==> src/rtl/uart_regs.vh <==
`ifndef UART_REGS_VH
`define UART_REGS_VH
// Register select codes
`define SEL_DATA        3'h0
`define SEL_INT_ENABLE  3'h1
`define SEL_INT_ID      3'h2
`define SEL_LINE_CTRL   3'h3
`define SEL_MODEM_CTRL  3'h4
`define SEL_LINE_STATUS 3'h5
`define SEL_MODEM_STAT  3'h6
`define SEL_SCRATCH     3'h7
// Line control fields
`define LC_STOP         2
`define LC_PAR_EN       3
`define LC_PAR_EVEN     4
`define LC_PAR_STICK    5
`define LC_BREAK        6
`define LC_DLAB         7
// Interrupt enable bits
`define IE_RX           0
`define IE_THR          1
`define IE_LINE         2
`define IE_MODEM        3
// Modem control bits
`define MC_TERM         0
`define MC_RTS          1
`define MC_GPA          2
`define MC_GPB          3
`define MC_LOOP         4
// Interrupt identification codes
`define IID_NONE        8'h01
`define IID_LINE        8'h06
`define IID_RX          8'h04
`define IID_THR         8'h02
`define IID_MODEM       8'h00
// Reset values
`define RST_BYTE        8'h00
`define RST_DIVISOR_LOW 8'h01
// Timing counts in sixteen times ticks
`define TICK_BIT_LAST   6'h0f
`define TICK_MID        6'h07
`define TICK_STOP_ONE   6'h0f
`define TICK_STOP_HALF  6'h17
`define TICK_STOP_TWO   6'h1f
`endif

==> src/rtl/baud_divider.v <==
`timescale 1ns/100ps
module baud_divider (
  // System
  input  wire        clock,
  input  wire        rst_n,
  // Divisor and outputs
  input  wire [15:0] divisor,
  output wire        baud_tick,
  output wire        baud_clock_out_n
);
  reg  [15:0] count_q;
  reg         baud_n_q;
  wire [15:0] last_count = divisor - 16'h0001;

  // Down counter; a zero divisor wraps to the longest period
  always @(posedge clock or negedge rst_n) begin
    if (!rst_n) begin
      count_q  <= 16'h0000;
      baud_n_q <= 1'b1;
    end else begin
      if (count_q == 16'h0000)
        count_q <= last_count;
      else
        count_q <= count_q - 16'h0001;
      // Low in the upper half of the period; divisor one stays high
      baud_n_q <= (count_q > (last_count >> 1)) ? 1'b0 : 1'b1;
    end
  end

  assign baud_tick        = (count_q == 16'h0000);
  assign baud_clock_out_n = baud_n_q;
endmodule // baud_divider

==> src/rtl/rx_word_buffer.v <==
`timescale 1ns/100ps
module rx_word_buffer #(
  parameter WIDTH = 8,
  parameter DEPTH = 2,
  parameter AW    = 1
) (
  // System
  input  wire             clock,
  input  wire             rst_n,
  // Filling side
  input  wire             in_valid,
  output wire             in_ready,
  input  wire [WIDTH-1:0] in_data,
  // Draining side
  output wire             out_valid,
  input  wire             out_ready,
  output wire [WIDTH-1:0] out_data
);
  localparam [AW:0]   FULL    = DEPTH;
  localparam [AW-1:0] PTR_ONE = 1;
  reg [WIDTH-1:0] mem_q [0:DEPTH-1];
  reg [AW-1:0]    wr_ptr_q;
  reg [AW-1:0]    rd_ptr_q;
  reg [AW:0]      count_q;
  wire            push = in_valid & in_ready;
  wire            pop  = out_valid & out_ready;

  // Pointers and fill level
  always @(posedge clock or negedge rst_n) begin
    if (!rst_n) begin
      wr_ptr_q <= {AW{1'b0}};
      rd_ptr_q <= {AW{1'b0}};
      count_q  <= {(AW+1){1'b0}};
    end else begin
      if (push)
        wr_ptr_q <= wr_ptr_q + PTR_ONE;
      if (pop)
        rd_ptr_q <= rd_ptr_q + PTR_ONE;
      if (push & ~pop)
        count_q <= count_q + {{AW{1'b0}}, 1'b1};
      else if (pop & ~push)
        count_q <= count_q - {{AW{1'b0}}, 1'b1};
    end
  end

  // Storage needs no reset; the fill count guards it
  always @(posedge clock) begin
    if (push)
      mem_q[wr_ptr_q] <= in_data;
  end

  assign in_ready  = (count_q != FULL);
  assign out_valid = (count_q != {(AW+1){1'b0}});
  assign out_data  = mem_q[rd_ptr_q];
endmodule // rx_word_buffer

==> src/rtl/async_serial_uart_with_modem_ctl.v <==
`timescale 1ns/100ps
`include "uart_regs.vh"
module async_serial_uart_with_modem_ctl (
  // System
  input  wire       clock,
  input  wire       rst_n,
  input  wire       master_reset,
  // Processor bus selects and strobes
  input  wire       select_in_a,
  input  wire       select_in_b,
  input  wire       select_in_c_n,
  input  wire       reg_select_0,
  input  wire       reg_select_1,
  input  wire       reg_select_2,
  input  wire       addr_latch_strobe_n,
  input  wire       rd,
  input  wire       rd_n,
  input  wire       wr,
  input  wire       wr_n,
  // Processor bus data
  input  wire [7:0] data_in,
  output wire [7:0] data_out,
  output wire       data_oe,
  output wire       selected_indicator,
  output wire       driver_disable,
  output wire       irq_out,
  // Clocks
  input  wire       rx_clock_in,
  output wire       baud_clock_out_n,
  // Serial line
  input  wire       serial_rx_line,
  output wire       serial_tx_line,
  // Modem handshake
  input  wire       clear_to_send_n,
  input  wire       data_set_ready_n,
  input  wire       ring_indicator_n,
  input  wire       carrier_detect_n,
  output wire       terminal_ready_n,
  output wire       request_to_send_n,
  output wire       gp_output_a_n,
  output wire       gp_output_b_n
);
  localparam [2:0] ST_IDLE   = 3'h0;
  localparam [2:0] ST_START  = 3'h1;
  localparam [2:0] ST_DATA   = 3'h2;
  localparam [2:0] ST_PARITY = 3'h3;
  localparam [2:0] ST_STOP   = 3'h4;

  // Keep only the active character bits
  function [7:0] mask_len;
    input [7:0] value;
    input [1:0] len;
    begin
      mask_len = value & (8'hff >> (2'h3 - len));
    end
  endfunction

  // Parity bit for a character under the current format
  function par_bit;
    input [7:0] value;
    input       even;
    input       stick;
    begin
      par_bit = stick ? ~even : (^value) ^ ~even;
    end
  endfunction

  reg  [1:0]  rst_pipe_q;
  wire        rst_sync_n = rst_pipe_q[1];
  reg  [3:0]  latch_q;
  reg         read_prev_q;
  reg         write_prev_q;
  reg         rclk_prev_q;
  reg  [7:0]  data_out_q;
  reg         selected_q;
  reg         irq_q;
  reg  [7:0]  divisor_low_q;
  reg  [7:0]  divisor_latch_high_q;
  reg  [3:0]  interrupt_enable_reg_q;
  reg  [7:0]  line_control_q;
  reg  [4:0]  modem_control_reg_q;
  reg  [7:0]  scratch_q;
  reg  [7:0]  holding_q;
  reg         tx_holding_empty_q;
  reg         tx_holding_empty_int_q;
  reg  [2:0]  tx_state_q;
  reg  [7:0]  tx_shift_q;
  reg         tx_par_q;
  reg  [2:0]  tx_bitn_q;
  reg  [5:0]  tx_cnt_q;
  reg         serial_tx_q;
  reg  [2:0]  rx_state_q;
  reg  [7:0]  rx_shift_q;
  reg         rx_par_q;
  reg  [2:0]  rx_bitn_q;
  reg  [5:0]  rx_cnt_q;
  reg         rx_line_prev_q;
  reg         rx_push_q;
  reg  [7:0]  rx_word_q;
  reg  [3:0]  line_err_q;
  reg  [3:0]  modem_lvl_q;
  reg  [3:0]  modem_delta_q;
  reg  [7:0]  read_value;
  reg  [7:0]  int_id;

  // Release of reset and master reset through two flip-flops
  always @(posedge clock or negedge rst_n) begin
    if (!rst_n)
      rst_pipe_q <= 2'b00;
    else
      rst_pipe_q <= {rst_pipe_q[0], ~master_reset};
  end

  // Address strobe low passes selects, high holds them
  wire [3:0] live_sel = {select_in_a & select_in_b & ~select_in_c_n, reg_select_2, reg_select_1, reg_select_0};
  wire [3:0] eff_sel  = addr_latch_strobe_n ? latch_q : live_sel;
  wire       chip_sel = eff_sel[3];
  wire [2:0] sel      = eff_sel[2:0];
  wire       dlab     = line_control_q[`LC_DLAB];
  wire       loop     = modem_control_reg_q[`MC_LOOP];
  wire [1:0] len      = line_control_q[1:0];
  wire       read_act  = chip_sel & (rd | ~rd_n);
  wire       write_act = chip_sel & (wr | ~wr_n);
  wire       rd_start  = read_act & ~read_prev_q;
  wire       wr_start  = write_act & ~write_prev_q;
  wire       thr_write = wr_start & (sel == `SEL_DATA) & ~dlab;
  wire       rbr_read  = rd_start & (sel == `SEL_DATA) & ~dlab;
  wire       lsr_read  = rd_start & (sel == `SEL_LINE_STATUS);
  wire       msr_read  = rd_start & (sel == `SEL_MODEM_STAT);
  wire       iir_read  = rd_start & (sel == `SEL_INT_ID);
  wire       ier_write = wr_start & (sel == `SEL_INT_ENABLE) & ~dlab;
  wire       tx_tick;
  wire       rx_tick   = rx_clock_in & ~rclk_prev_q;
  wire       buf_ready;
  wire       buf_valid;
  wire [7:0] buf_data;
  wire       tx_idle   = (tx_state_q == ST_IDLE);

  // Bus front end: strobe edges, address latch, read data capture
  always @(posedge clock or negedge rst_sync_n) begin
    if (!rst_sync_n) begin
      latch_q      <= 4'h0;
      read_prev_q  <= 1'b0;
      write_prev_q <= 1'b0;
      rclk_prev_q  <= 1'b1; // Baud clock idles high, so no false tick
      data_out_q   <= `RST_BYTE;
      selected_q   <= 1'b0;
      irq_q        <= 1'b0;
    end else begin
      if (!addr_latch_strobe_n)
        latch_q <= live_sel;
      read_prev_q  <= read_act;
      write_prev_q <= write_act;
      rclk_prev_q  <= rx_clock_in;
      selected_q   <= chip_sel;
      irq_q        <= (int_id != `IID_NONE);
      // Captured once per strobe so a pop cannot change the byte shown
      if (rd_start)
        data_out_q <= read_value;
    end
  end

  // Configuration registers written by the processor
  always @(posedge clock or negedge rst_sync_n) begin
    if (!rst_sync_n) begin
      divisor_low_q          <= `RST_DIVISOR_LOW;
      divisor_latch_high_q   <= `RST_BYTE;
      interrupt_enable_reg_q <= 4'h0;
      line_control_q         <= `RST_BYTE;
      modem_control_reg_q    <= 5'h00;
      scratch_q              <= `RST_BYTE;
    end else if (wr_start) begin
      if (sel == `SEL_DATA && dlab)
        divisor_low_q <= data_in;
      else if (sel == `SEL_INT_ENABLE && dlab)
        divisor_latch_high_q <= data_in;
      else if (sel == `SEL_INT_ENABLE)
        interrupt_enable_reg_q <= data_in[3:0];
      else if (sel == `SEL_LINE_CTRL)
        line_control_q <= data_in;
      else if (sel == `SEL_MODEM_CTRL)
        modem_control_reg_q <= data_in[4:0];
      else if (sel == `SEL_SCRATCH)
        scratch_q <= data_in;
    end
  end

  // Transmit stop length in ticks
  wire [5:0] stop_last = ~line_control_q[`LC_STOP] ? `TICK_STOP_ONE :
                         (len == 2'h0) ? `TICK_STOP_HALF : `TICK_STOP_TWO;
  wire [2:0] bit_last  = 3'h4 + {1'b0, len};
  wire       tx_par_en = line_control_q[`LC_PAR_EN];

  // Transmitter: holding register, shifter and framing
  always @(posedge clock or negedge rst_sync_n) begin
    if (!rst_sync_n) begin
      holding_q          <= `RST_BYTE;
      tx_holding_empty_q <= 1'b1;
      tx_holding_empty_int_q         <= 1'b0;
      tx_state_q         <= ST_IDLE;
      tx_shift_q         <= `RST_BYTE;
      tx_par_q           <= 1'b0;
      tx_bitn_q          <= 3'h0;
      tx_cnt_q           <= 6'h00;
    end else begin
      if (thr_write) begin
        holding_q          <= mask_len(data_in, len);
        tx_holding_empty_q <= 1'b0;
      end
      // Set wins over clear for the empty interrupt
      if ((tx_tick && tx_idle && !tx_holding_empty_q && !thr_write) ||
          (ier_write && data_in[`IE_THR] && !interrupt_enable_reg_q[`IE_THR] && tx_holding_empty_q))
        tx_holding_empty_int_q <= 1'b1;
      else if (thr_write || (iir_read && int_id == `IID_THR))
        tx_holding_empty_int_q <= 1'b0;
      if (tx_tick) begin
        tx_cnt_q <= tx_cnt_q + 6'h01;
        case (tx_state_q)
          ST_IDLE: begin
            tx_cnt_q <= 6'h00;
            if (!tx_holding_empty_q && !thr_write) begin
              tx_shift_q         <= holding_q;
              tx_par_q           <= par_bit(holding_q, line_control_q[`LC_PAR_EVEN], line_control_q[`LC_PAR_STICK]);
              tx_holding_empty_q <= 1'b1;
              tx_state_q         <= ST_START;
            end
          end
          ST_START: begin
            if (tx_cnt_q == `TICK_BIT_LAST) begin
              tx_cnt_q   <= 6'h00;
              tx_bitn_q  <= 3'h0;
              tx_state_q <= ST_DATA;
            end
          end
          ST_DATA: begin
            if (tx_cnt_q == `TICK_BIT_LAST) begin
              tx_cnt_q   <= 6'h00;
              tx_shift_q <= tx_shift_q >> 1;
              tx_bitn_q  <= tx_bitn_q + 3'h1;
              if (tx_bitn_q == bit_last)
                tx_state_q <= tx_par_en ? ST_PARITY : ST_STOP;
            end
          end
          ST_PARITY: begin
            if (tx_cnt_q == `TICK_BIT_LAST) begin
              tx_cnt_q   <= 6'h00;
              tx_state_q <= ST_STOP;
            end
          end
          default: begin
            if (tx_cnt_q >= stop_last) begin
              tx_cnt_q   <= 6'h00;
              tx_state_q <= ST_IDLE;
            end
          end
        endcase
      end
    end
  end

  // Line level for the current transmit state
  reg tx_level;
  always @* begin
    case (tx_state_q)
      ST_START:  tx_level = 1'b0;
      ST_DATA:   tx_level = tx_shift_q[0];
      ST_PARITY: tx_level = tx_par_q;
      default:   tx_level = 1'b1;
    endcase
  end

  // Serial output: break forces space, loopback keeps mark on the pin
  always @(posedge clock or negedge rst_sync_n) begin
    if (!rst_sync_n)
      serial_tx_q <= 1'b1;
    else
      serial_tx_q <= tx_level & ~line_control_q[`LC_BREAK];
  end

  // Receiver input; carrier detect is deliberately not involved
  wire rx_line = loop ? serial_tx_q : serial_rx_line;

  // Receiver: start search, mid bit confirm, centre sampling
  always @(posedge clock or negedge rst_sync_n) begin
    if (!rst_sync_n) begin
      rx_state_q     <= ST_IDLE;
      rx_shift_q     <= `RST_BYTE;
      rx_par_q       <= 1'b0;
      rx_bitn_q      <= 3'h0;
      rx_cnt_q       <= 6'h00;
      rx_line_prev_q <= 1'b1;
      rx_push_q      <= 1'b0;
      rx_word_q      <= `RST_BYTE;
      line_err_q     <= 4'h0;
    end else begin
      rx_push_q <= 1'b0;
      // Error flags: a new error in the read cycle is kept
      if (lsr_read)
        line_err_q <= 4'h0;
      if (rx_push_q && !buf_ready)
        line_err_q[0] <= 1'b1;
      if (rx_tick) begin
        rx_line_prev_q <= rx_line;
        rx_cnt_q       <= rx_cnt_q + 6'h01;
        case (rx_state_q)
          ST_IDLE: begin
            rx_cnt_q <= 6'h00;
            if (rx_line_prev_q && !rx_line) begin
              rx_shift_q <= `RST_BYTE;
              rx_state_q <= ST_START;
            end
          end
          ST_START: begin
            if (rx_cnt_q == `TICK_MID) begin
              rx_cnt_q   <= 6'h00;
              rx_bitn_q  <= 3'h0;
              rx_state_q <= rx_line ? ST_IDLE : ST_DATA;
            end
          end
          ST_DATA: begin
            if (rx_cnt_q == `TICK_BIT_LAST) begin
              rx_cnt_q              <= 6'h00;
              rx_shift_q[rx_bitn_q] <= rx_line;
              rx_bitn_q             <= rx_bitn_q + 3'h1;
              if (rx_bitn_q == bit_last)
                rx_state_q <= tx_par_en ? ST_PARITY : ST_STOP;
            end
          end
          ST_PARITY: begin
            if (rx_cnt_q == `TICK_BIT_LAST) begin
              rx_cnt_q   <= 6'h00;
              rx_par_q   <= rx_line;
              rx_state_q <= ST_STOP;
              if (rx_line != par_bit(rx_shift_q, line_control_q[`LC_PAR_EVEN], line_control_q[`LC_PAR_STICK]))
                line_err_q[1] <= 1'b1;
            end
          end
          default: begin
            if (rx_cnt_q == `TICK_BIT_LAST) begin
              rx_cnt_q   <= 6'h00;
              rx_state_q <= ST_IDLE;
              rx_push_q  <= 1'b1;
              rx_word_q  <= mask_len(rx_shift_q, len);
              if (!rx_line)
                line_err_q[2] <= 1'b1;
              if (!rx_line && rx_shift_q == 8'h00 && !(tx_par_en && rx_par_q))
                line_err_q[3] <= 1'b1;
            end
          end
        endcase
      end
    end
  end

  // Modem input levels, loopback takes them from the control bits
  wire [3:0] modem_now = loop ? {modem_control_reg_q[`MC_GPB], modem_control_reg_q[`MC_GPA],
                                 modem_control_reg_q[`MC_TERM], modem_control_reg_q[`MC_RTS]} :
                                {~carrier_detect_n, ~ring_indicator_n, ~data_set_ready_n, ~clear_to_send_n};
  wire [3:0] delta_set = {modem_now[3] ^ modem_lvl_q[3],
                          modem_lvl_q[2] & ~modem_now[2],
                          modem_now[1] ^ modem_lvl_q[1],
                          modem_now[0] ^ modem_lvl_q[0]};

  // Modem status: levels and change flags, set wins over read clear
  always @(posedge clock or negedge rst_sync_n) begin
    if (!rst_sync_n) begin
      modem_lvl_q   <= 4'h0;
      modem_delta_q <= 4'h0;
    end else begin
      modem_lvl_q   <= modem_now;
      modem_delta_q <= (msr_read ? 4'h0 : modem_delta_q) | delta_set;
    end
  end

  wire [7:0] line_status = {1'b0, tx_holding_empty_q & tx_idle, tx_holding_empty_q, line_err_q, buf_valid};

  // Interrupt priority: line errors, data, holding empty, modem
  always @* begin
    if (interrupt_enable_reg_q[`IE_LINE] && line_err_q != 4'h0)
      int_id = `IID_LINE;
    else if (interrupt_enable_reg_q[`IE_RX] && buf_valid)
      int_id = `IID_RX;
    else if (interrupt_enable_reg_q[`IE_THR] && tx_holding_empty_int_q)
      int_id = `IID_THR;
    else if (interrupt_enable_reg_q[`IE_MODEM] && modem_delta_q != 4'h0)
      int_id = `IID_MODEM;
    else
      int_id = `IID_NONE;
  end

  // Read data selection
  always @* begin
    if (sel == `SEL_DATA)
      read_value = dlab ? divisor_low_q : buf_data;
    else if (sel == `SEL_INT_ENABLE)
      read_value = dlab ? divisor_latch_high_q : {4'h0, interrupt_enable_reg_q};
    else if (sel == `SEL_INT_ID)
      read_value = int_id;
    else if (sel == `SEL_LINE_CTRL)
      read_value = line_control_q;
    else if (sel == `SEL_MODEM_CTRL)
      read_value = {3'h0, modem_control_reg_q};
    else if (sel == `SEL_LINE_STATUS)
      read_value = line_status;
    else if (sel == `SEL_MODEM_STAT)
      read_value = {modem_lvl_q, modem_delta_q};
    else
      read_value = scratch_q;
  end

  // Baud generator for the transmitter
  baud_divider u_baud_divider (
    .clock            (clock),
    .rst_n            (rst_sync_n),
    .divisor          ({divisor_latch_high_q, divisor_low_q}),
    .baud_tick        (tx_tick),
    .baud_clock_out_n (baud_clock_out_n)
  );

  // Two received words ride out a slow reader
  rx_word_buffer #(.WIDTH(8), .DEPTH(2), .AW(1)) u_rx_word_buffer (
    .clock     (clock),
    .rst_n     (rst_sync_n),
    .in_valid  (rx_push_q),
    .in_ready  (buf_ready),
    .in_data   (rx_word_q),
    .out_valid (buf_valid),
    .out_ready (rbr_read),
    .out_data  (buf_data)
  );

  // Pin outputs
  assign data_out           = data_out_q;
  assign data_oe            = read_act;
  assign driver_disable     = ~read_act;
  assign selected_indicator = selected_q;
  assign irq_out            = irq_q;
  assign serial_tx_line     = serial_tx_q | loop;
  assign terminal_ready_n   = ~modem_control_reg_q[`MC_TERM];
  assign request_to_send_n  = ~modem_control_reg_q[`MC_RTS];
  assign gp_output_a_n      = ~(modem_control_reg_q[`MC_GPA] & ~loop);
  assign gp_output_b_n      = ~(modem_control_reg_q[`MC_GPB] & ~loop);
endmodule // async_serial_uart_with_modem_ctl

==> config.mk <==
export PLATFORM = sky130hd
export DESIGN_NAME = async_serial_uart_with_modem_ctl
export DESIGN_NICKNAME = d
export VERILOG_FILES = /design/src/rtl/baud_divider.v /design/src/rtl/rx_word_buffer.v /design/src/rtl/async_serial_uart_with_modem_ctl.v
export VERILOG_INCLUDE_DIRS = /design/src /design/src/rtl
export SDC_FILE = /design/constraint.sdc
export NUM_CORES = 1
export LEC_CHECK = 0
export ABC_AREA = 1
export BUFFER_PORTS_ARGS = -buffer_cell sky130_fd_sc_hd__buf_4
export CORE_MARGIN = 10
export CORE_UTILIZATION = 67
export CTS_CLUSTER_DIAMETER = 120
export CTS_CLUSTER_SIZE = 12
export DETAILED_ROUTE_END_ITERATION = 10
export PLACE_DENSITY = 0.86
export SETUP_SLACK_MARGIN = 0.1
export SYNTH_ARGS = -nofsm -noshare
export SYNTH_HDL_FRONTEND = slang
export SYNTH_HIERARCHICAL = 1
export SYNTH_SLANG_ARGS = --single-unit
==> constraint.sdc <==
create_clock -name clock -period 10.03 [get_ports clock]
set_clock_uncertainty 0.05 [all_clocks]
set_input_delay 3.009 -clock clock [delete_from_list [all_inputs] [get_ports clock]]
set_output_delay 3.009 -clock clock [all_outputs]
set_load 0.01 [all_outputs]
# After elaboration in Yosys (flattened, before gate mapping)
# Memories as Yosys holds them, arrays and structs flattened.
# Cells that the tools add are included.
# classes
eq_ne	32
bitwise	65
n_lt_le_gt_ge	4
n_shift	1
n_reduce_logical	65
addsub	12
n_mux	84
# op_table
op	n
2-to-1 mux 8 bit	13
2-to-1 mux 3 bit	20
one-hot mux 8 bit (2 select lines)	2
subtractor 16 x 1 -> 16 bit (second input constant)	2
NOT 1 bit	29
AND 1 bit	25
2-to-1 mux 6 bit	4
one-hot mux 3 bit (4 select lines)	2
one-hot mux 6 bit (2 select lines)	2
2-to-1 mux 1 bit	23
AND reduction 7 bit	3
logical AND 1 bit	20
2-to-1 mux 4 bit	5
!= test 2 bit (second input constant)	10
AND reduction 4 bit	5
equality test 3 x 2 -> 1 bit (second input constant)	6
AND 8 bit	2
> comparator 16 x 15 -> 1 bit	1
zero test 16 bit	1
2-to-1 mux 16 bit	1
nonzero test 2 bit	8
parity 8 bit	2
adder 6 x 1 -> 6 bit (second input constant)	2
equality test 3 bit (second input constant)	4
other kinds (41)	71
# totals
regBits	156
in_bits	28
out_inout_bits	18
n_memories	1
ramBits	16
elab_cells	304
# mem_list
name	words	word_bits	rd	rd_ports_with_merged_regs	wr	line	source
u_rx_word_buffer.mem_q	2	8	1	0	1	rx_word_buffer.v:21	reg [WIDTH-1:0] mem_q [0:DEPTH-1];

# Longest topological paths before layout
# logic_depth
depth_word	12
ltp_mapped	16
ltp_nobuf	16

# Hierarchy
# The synthesis kept the hierarchy.
# modules_own_cells
module	instances	area_each_um2	seq_area_each_um2	cells_each
async_serial_uart_with_modem_ctl	1	6907.9	3359.5	832
baud_divider	1	1855.5	426.7	290
rx_word_buffer	1	827.0	580.6	70

# Worst setup path after synthesis
# No wires, ideal clock.
# synth_timing
kind	in2out
from	input addr_latch_strobe_n
to	output data_oe
stages	6
path_buffers	1
slack_ps	3402
t_required_ps	6971
arrival_time_ps	3569
path_cell_list	buf_6 > nor2_1 > nand3_1 > nand2_2 > o21ai_2 > inv_1
# synth_between
elab_chain_len	2
# synth_lines
item	line	source
start: declaration	async_serial_uart_with_modem_ctl.v:15	input wire addr_latch_strobe_n,
2-to-1 mux 4 bit	-	
named net eff_sel[3]	async_serial_uart_with_modem_ctl.v:116	wire [3:0] eff_sel = addr_latch_strobe_n ? latch_q : live_sel;
AND 1 bit	async_serial_uart_with_modem_ctl.v:122	wire read_act = chip_sel & (rd | ~rd_n);
end: declaration	async_serial_uart_with_modem_ctl.v:23	output wire data_oe,
# The timed path passes the listed nets, and every way through them passes these cells.

# Worst setup path after layout
# Same ends and word-level chain as after synthesis.

==> impl_metrics.csv <==
group,metric,value,unit
placement,port_buffers,45,
finish,antennaDiodeCount,0,
grt,grt_pass1_wl,38700,µm
clock_tree,htreeDepth,4,
detailed_routing,first_iter_violations,1050,
die,die_y,140,µm
logic_synthesis,synth_ff_type,"dfrtp_1",
clock_tree,clk_latency,0.43,ns
clock_tree,cts_num_sinks,171,
min_path,hold_path_depth,0,
detailed_routing,dr_total_vias,8195,
outcome,status,"finished, final reports clean",
setup_path,crit_slowest_cell,"buf_4",
sta,period_share,67.7,%
detailed_routing,route.detailed.drc,0,
setup_path,cpPeakStageDelay,0.15,ns
logic_synthesis,synthCells,1192,
sta,slew_headroom,33.1,%
setup_path,rrSetupSlack,6.56,ns
power_and_ir_drop,fin_total_pwr,2130,µW
placement,dpl.hpwl,16800,µm
detailed_routing,drtAntennaViolNets,0,
die,coreArea,0.0139,mm²
sta,worst_pin_slew,0.995,ns
detailed_routing,dr.pass1.iters,5,
logic_synthesis,synth_most_common_cell,"nand2_1",
clock_tree,ctsRootBufferMaster,"clkbuf_16",
sta,fmax,0.147,GHz
clock_tree,post_cts_resized,0,
run,maxCapViolations,0,
logic_synthesis,ys_types,57,
sta,final_max_slew_viol_count,0,
setup_path,required,6.97,ns
power_and_ir_drop,p_leak,0.00525,µW
logic_synthesis,yosys.area.top_type,"dfrtp_1",
logic_synthesis,yosysSeqAreaShare,45.5,%
detailed_routing,routedWlPerCell,16.4,µm
logic_synthesis,ys_top_cells_by_count,"nand2_1, dfrtp_1, inv_1",
logic_synthesis,synth_edf_count,16,
die,fp-row-count,43,
clock_tree,clkSlewWorstSetupHoldPaths,0.06,ns
clock_tree,cts_setup_buffers,0,
setup_path,cp-end-kind,"output pin",
sta,finalHoldViolCount,0,
clock_tree,cts.path.max_buffers,2,
detailed_routing,vias_per_cell,5.73,
die,initial_core_util,68.8,%
sta,setup_viol,0,
logic_synthesis,avgSynthCellArea,8.05,µm²
sta,fin_crit,6.79,ns
logic_synthesis,yosys-top-cells-area,"dfrtp_1, nand2_1, inv_1",
detailed_routing,wirelength,23500,µm
grt,antenna_found_initial,0,
die,pin_count,46,
grt,grt_pass1_vias,7735,
min_path,min_to,"rst_pipe_q[1]",
setup_path,path_max_fanout,8,
grt,grt_use_total,24.0,%
setup_path,crit_type,"input pin to output pin",
setup_path,cp_common_cell,"buf_4",
setup_path,cp.arrival,3.73,ns
placement,gp_congestion,0.975,
setup_path,r2r-start,"u_baud_divider/count_q[0]",
logic_synthesis,ys_async_sr_fraction,90.6,%
power_and_ir_drop,ir_drop,0.152,mV
setup_path,worstPathCellList,"buf_4 > nor2_1 > nand3_1 > nand2_2 > o21ai_2 > inv_1 > buf_4",
logic_synthesis,synth-seq-cells,171,
die,die_area,0.0195,mm²
sta,fin_setup_tns,0,ns
die,fp.dieW,140,µm
sta,timing.hold.ws,0.299,ns
clock_tree,cts_tree,"built",
setup_path,cp-start-kind,"input pin",
logic_synthesis,synth_top_area_share,38.9,%
clock_tree,cts_buffers,17,
grt,grt_max_degree,81,
logic_synthesis,synth_nets,1249,
clock_tree,hold_buffers,0,
sta,rsz0062_at_grt,"false",
finish,nNetsFinal,1293,
setup_path,reg2reg_depth,12,
logic_synthesis,syn_area,0.00959,mm²
min_path,holdCritPathClass,"flip-flop to flip-flop",
grt,grt-ovfl-total,0,
finish,drive_above_1_share,13.8,%
setup_path,r2r-end,"tx_shift_q[7]",
logic_synthesis,yosysWarnings,6,
finish,syn2layout_area_growth,10.5,%
power_and_ir_drop,powerDensity,201,mW/mm²
min_path,hp-start,"rst_pipe_q[0]",
==> per-layer routing <==
layer	up-vias	track usage (%)	part of all wire [%]	wire length [µm]
met5	-	0	0	0
met4	0	8.26	2.5	588
met3	57	4.32	6.5	1520
met2	306	38.1	47	11000
met1	3891	32.4	44	10400
li1	3941	-	-	-
==> worst max path at each step <==
stage | slack (ns) | from | endpoint | depth (start not counted)
floorplan | 3.40 | addr_latch_strobe_n | data_oe | 6
global placement | 3.28 | addr_latch_strobe_n | data_oe | 7
detailed placement | 3.23 | addr_latch_strobe_n | data_oe | 7
CTS | 3.23 | addr_latch_strobe_n | data_oe | 7
global route | 3.15 | addr_latch_strobe_n | data_oe | 7
finish | 3.24 | addr_latch_strobe_n | data_oe | 7
==> cells in the final DEF, fill, tap and decap left out, types with 3 or more instances in the layout <==
cell,synthesis,final
nand3_1,62,62
dfstp_2,6,6
o22ai_1,7,7
o41ai_1,3,3
buf_4,0,46
a22oi_1,5,5
a221oi_1,5,5
o21bai_1,3,3
clkinv_2,0,3
nor2_2,12,12
o31ai_1,7,7
nand2_2,14,14
a31o_2,3,3
or2_2,9,9
a21boi_1,4,4
nor3_1,14,14
clkbuf_16,0,18
xor2_1,15,15
inv_1,149,149
clkbuf_1,8,4
o21ai_2,13,13
nand2_4,8,8
inv_2,11,11
nor2_4,8,8
nand4_1,12,12
ha_1,29,29
o21ai_1,25,25
a21oi_1,31,31
xnor2_1,17,17
dfrtp_1,149,148
nor2_1,70,70
nand3b_1,4,4
o21ai_0,86,86
nand2_1,345,345
edfxtp_1,16,16
==> critical path, delay by kind of cell <==
kind / cells / cell delay (ns)
buf+inv: 3 / 0.34
compound gates: 1 / 0.07
simple gates: 3 / 0.30
==> report_power, final <==
| group | total, µW | leakage, µW | internal (µW) | switching, µW |
|---|---|---|---|---|
| Combinational | 571 | 0.00295 | 215 | 356 |
| Sequential | 922 | 0.00203 | 812 | 110 |
| Clock | 637 | 0.000277 | 364 | 272 |
==> registers in the layout, indices dropped and copies added (netlist names), 4 cells and up <==
signal,flops
latch_q,4
tx_shift_q,8
holding_q,8
u_rx_word_buffer/mem_q,16
rx_shift_q,8
line_control_q,8
tx_cnt_q,6
modem_lvl_q,4
rx_word_q,8
modem_delta_q,4
rx_cnt_q,6
divisor_latch_high_q,8
modem_control_reg_q,5
interrupt_enable_reg_q,4
divisor_low_q,8
u_baud_divider/count_q,16
line_err_q,4
scratch_q,8
data_out,8
==> area by class of cell <==
class | count | area, µm²
multi-input combinational | 837 | 4480
fill | 1018 | 3340
clock inverter | 9 | 85.1
sequential | 171 | 4370
timing repair buffer | 46 | 345
tap | 180 | 225
clock buffer | 23 | 479
inverter | 163 | 614
==> cell families (layout without fill, tap and decap cells) <==
kind of cell / after synthesis / count (layout) / synth area share [%]
AO/OA/AOI/OAI: 206 / 206 / 12.7
XOR/XNOR: 33 / 33 / 3.09
adder cells (fa/ha/maj): 29 / 29 / 3.78
buffers and inverters: 184 / 241 / 7.79
flip-flops: 171 / 171 / 45.5
AND/OR/NAND/NOR: 569 / 569 / 27.1
==> metrics by stage <==
stage | cells | instance area, µm² | utilization, % | worst slack (ns)
global placement | 1397 | 10000 | 72.0 | 3.28
global route | 1429 | 10600 | 76.0 | 3.15
floorplan | 1192 | 9590 | - | 3.40
detailed placement | 1397 | 10000 | 72.0 | 3.23
finish | 1429 | 10600 | 76.0 | 3.24
CTS | 1429 | 10600 | 76.0 | 3.23
Note: power is estimated with default switching activity, not from simulation.
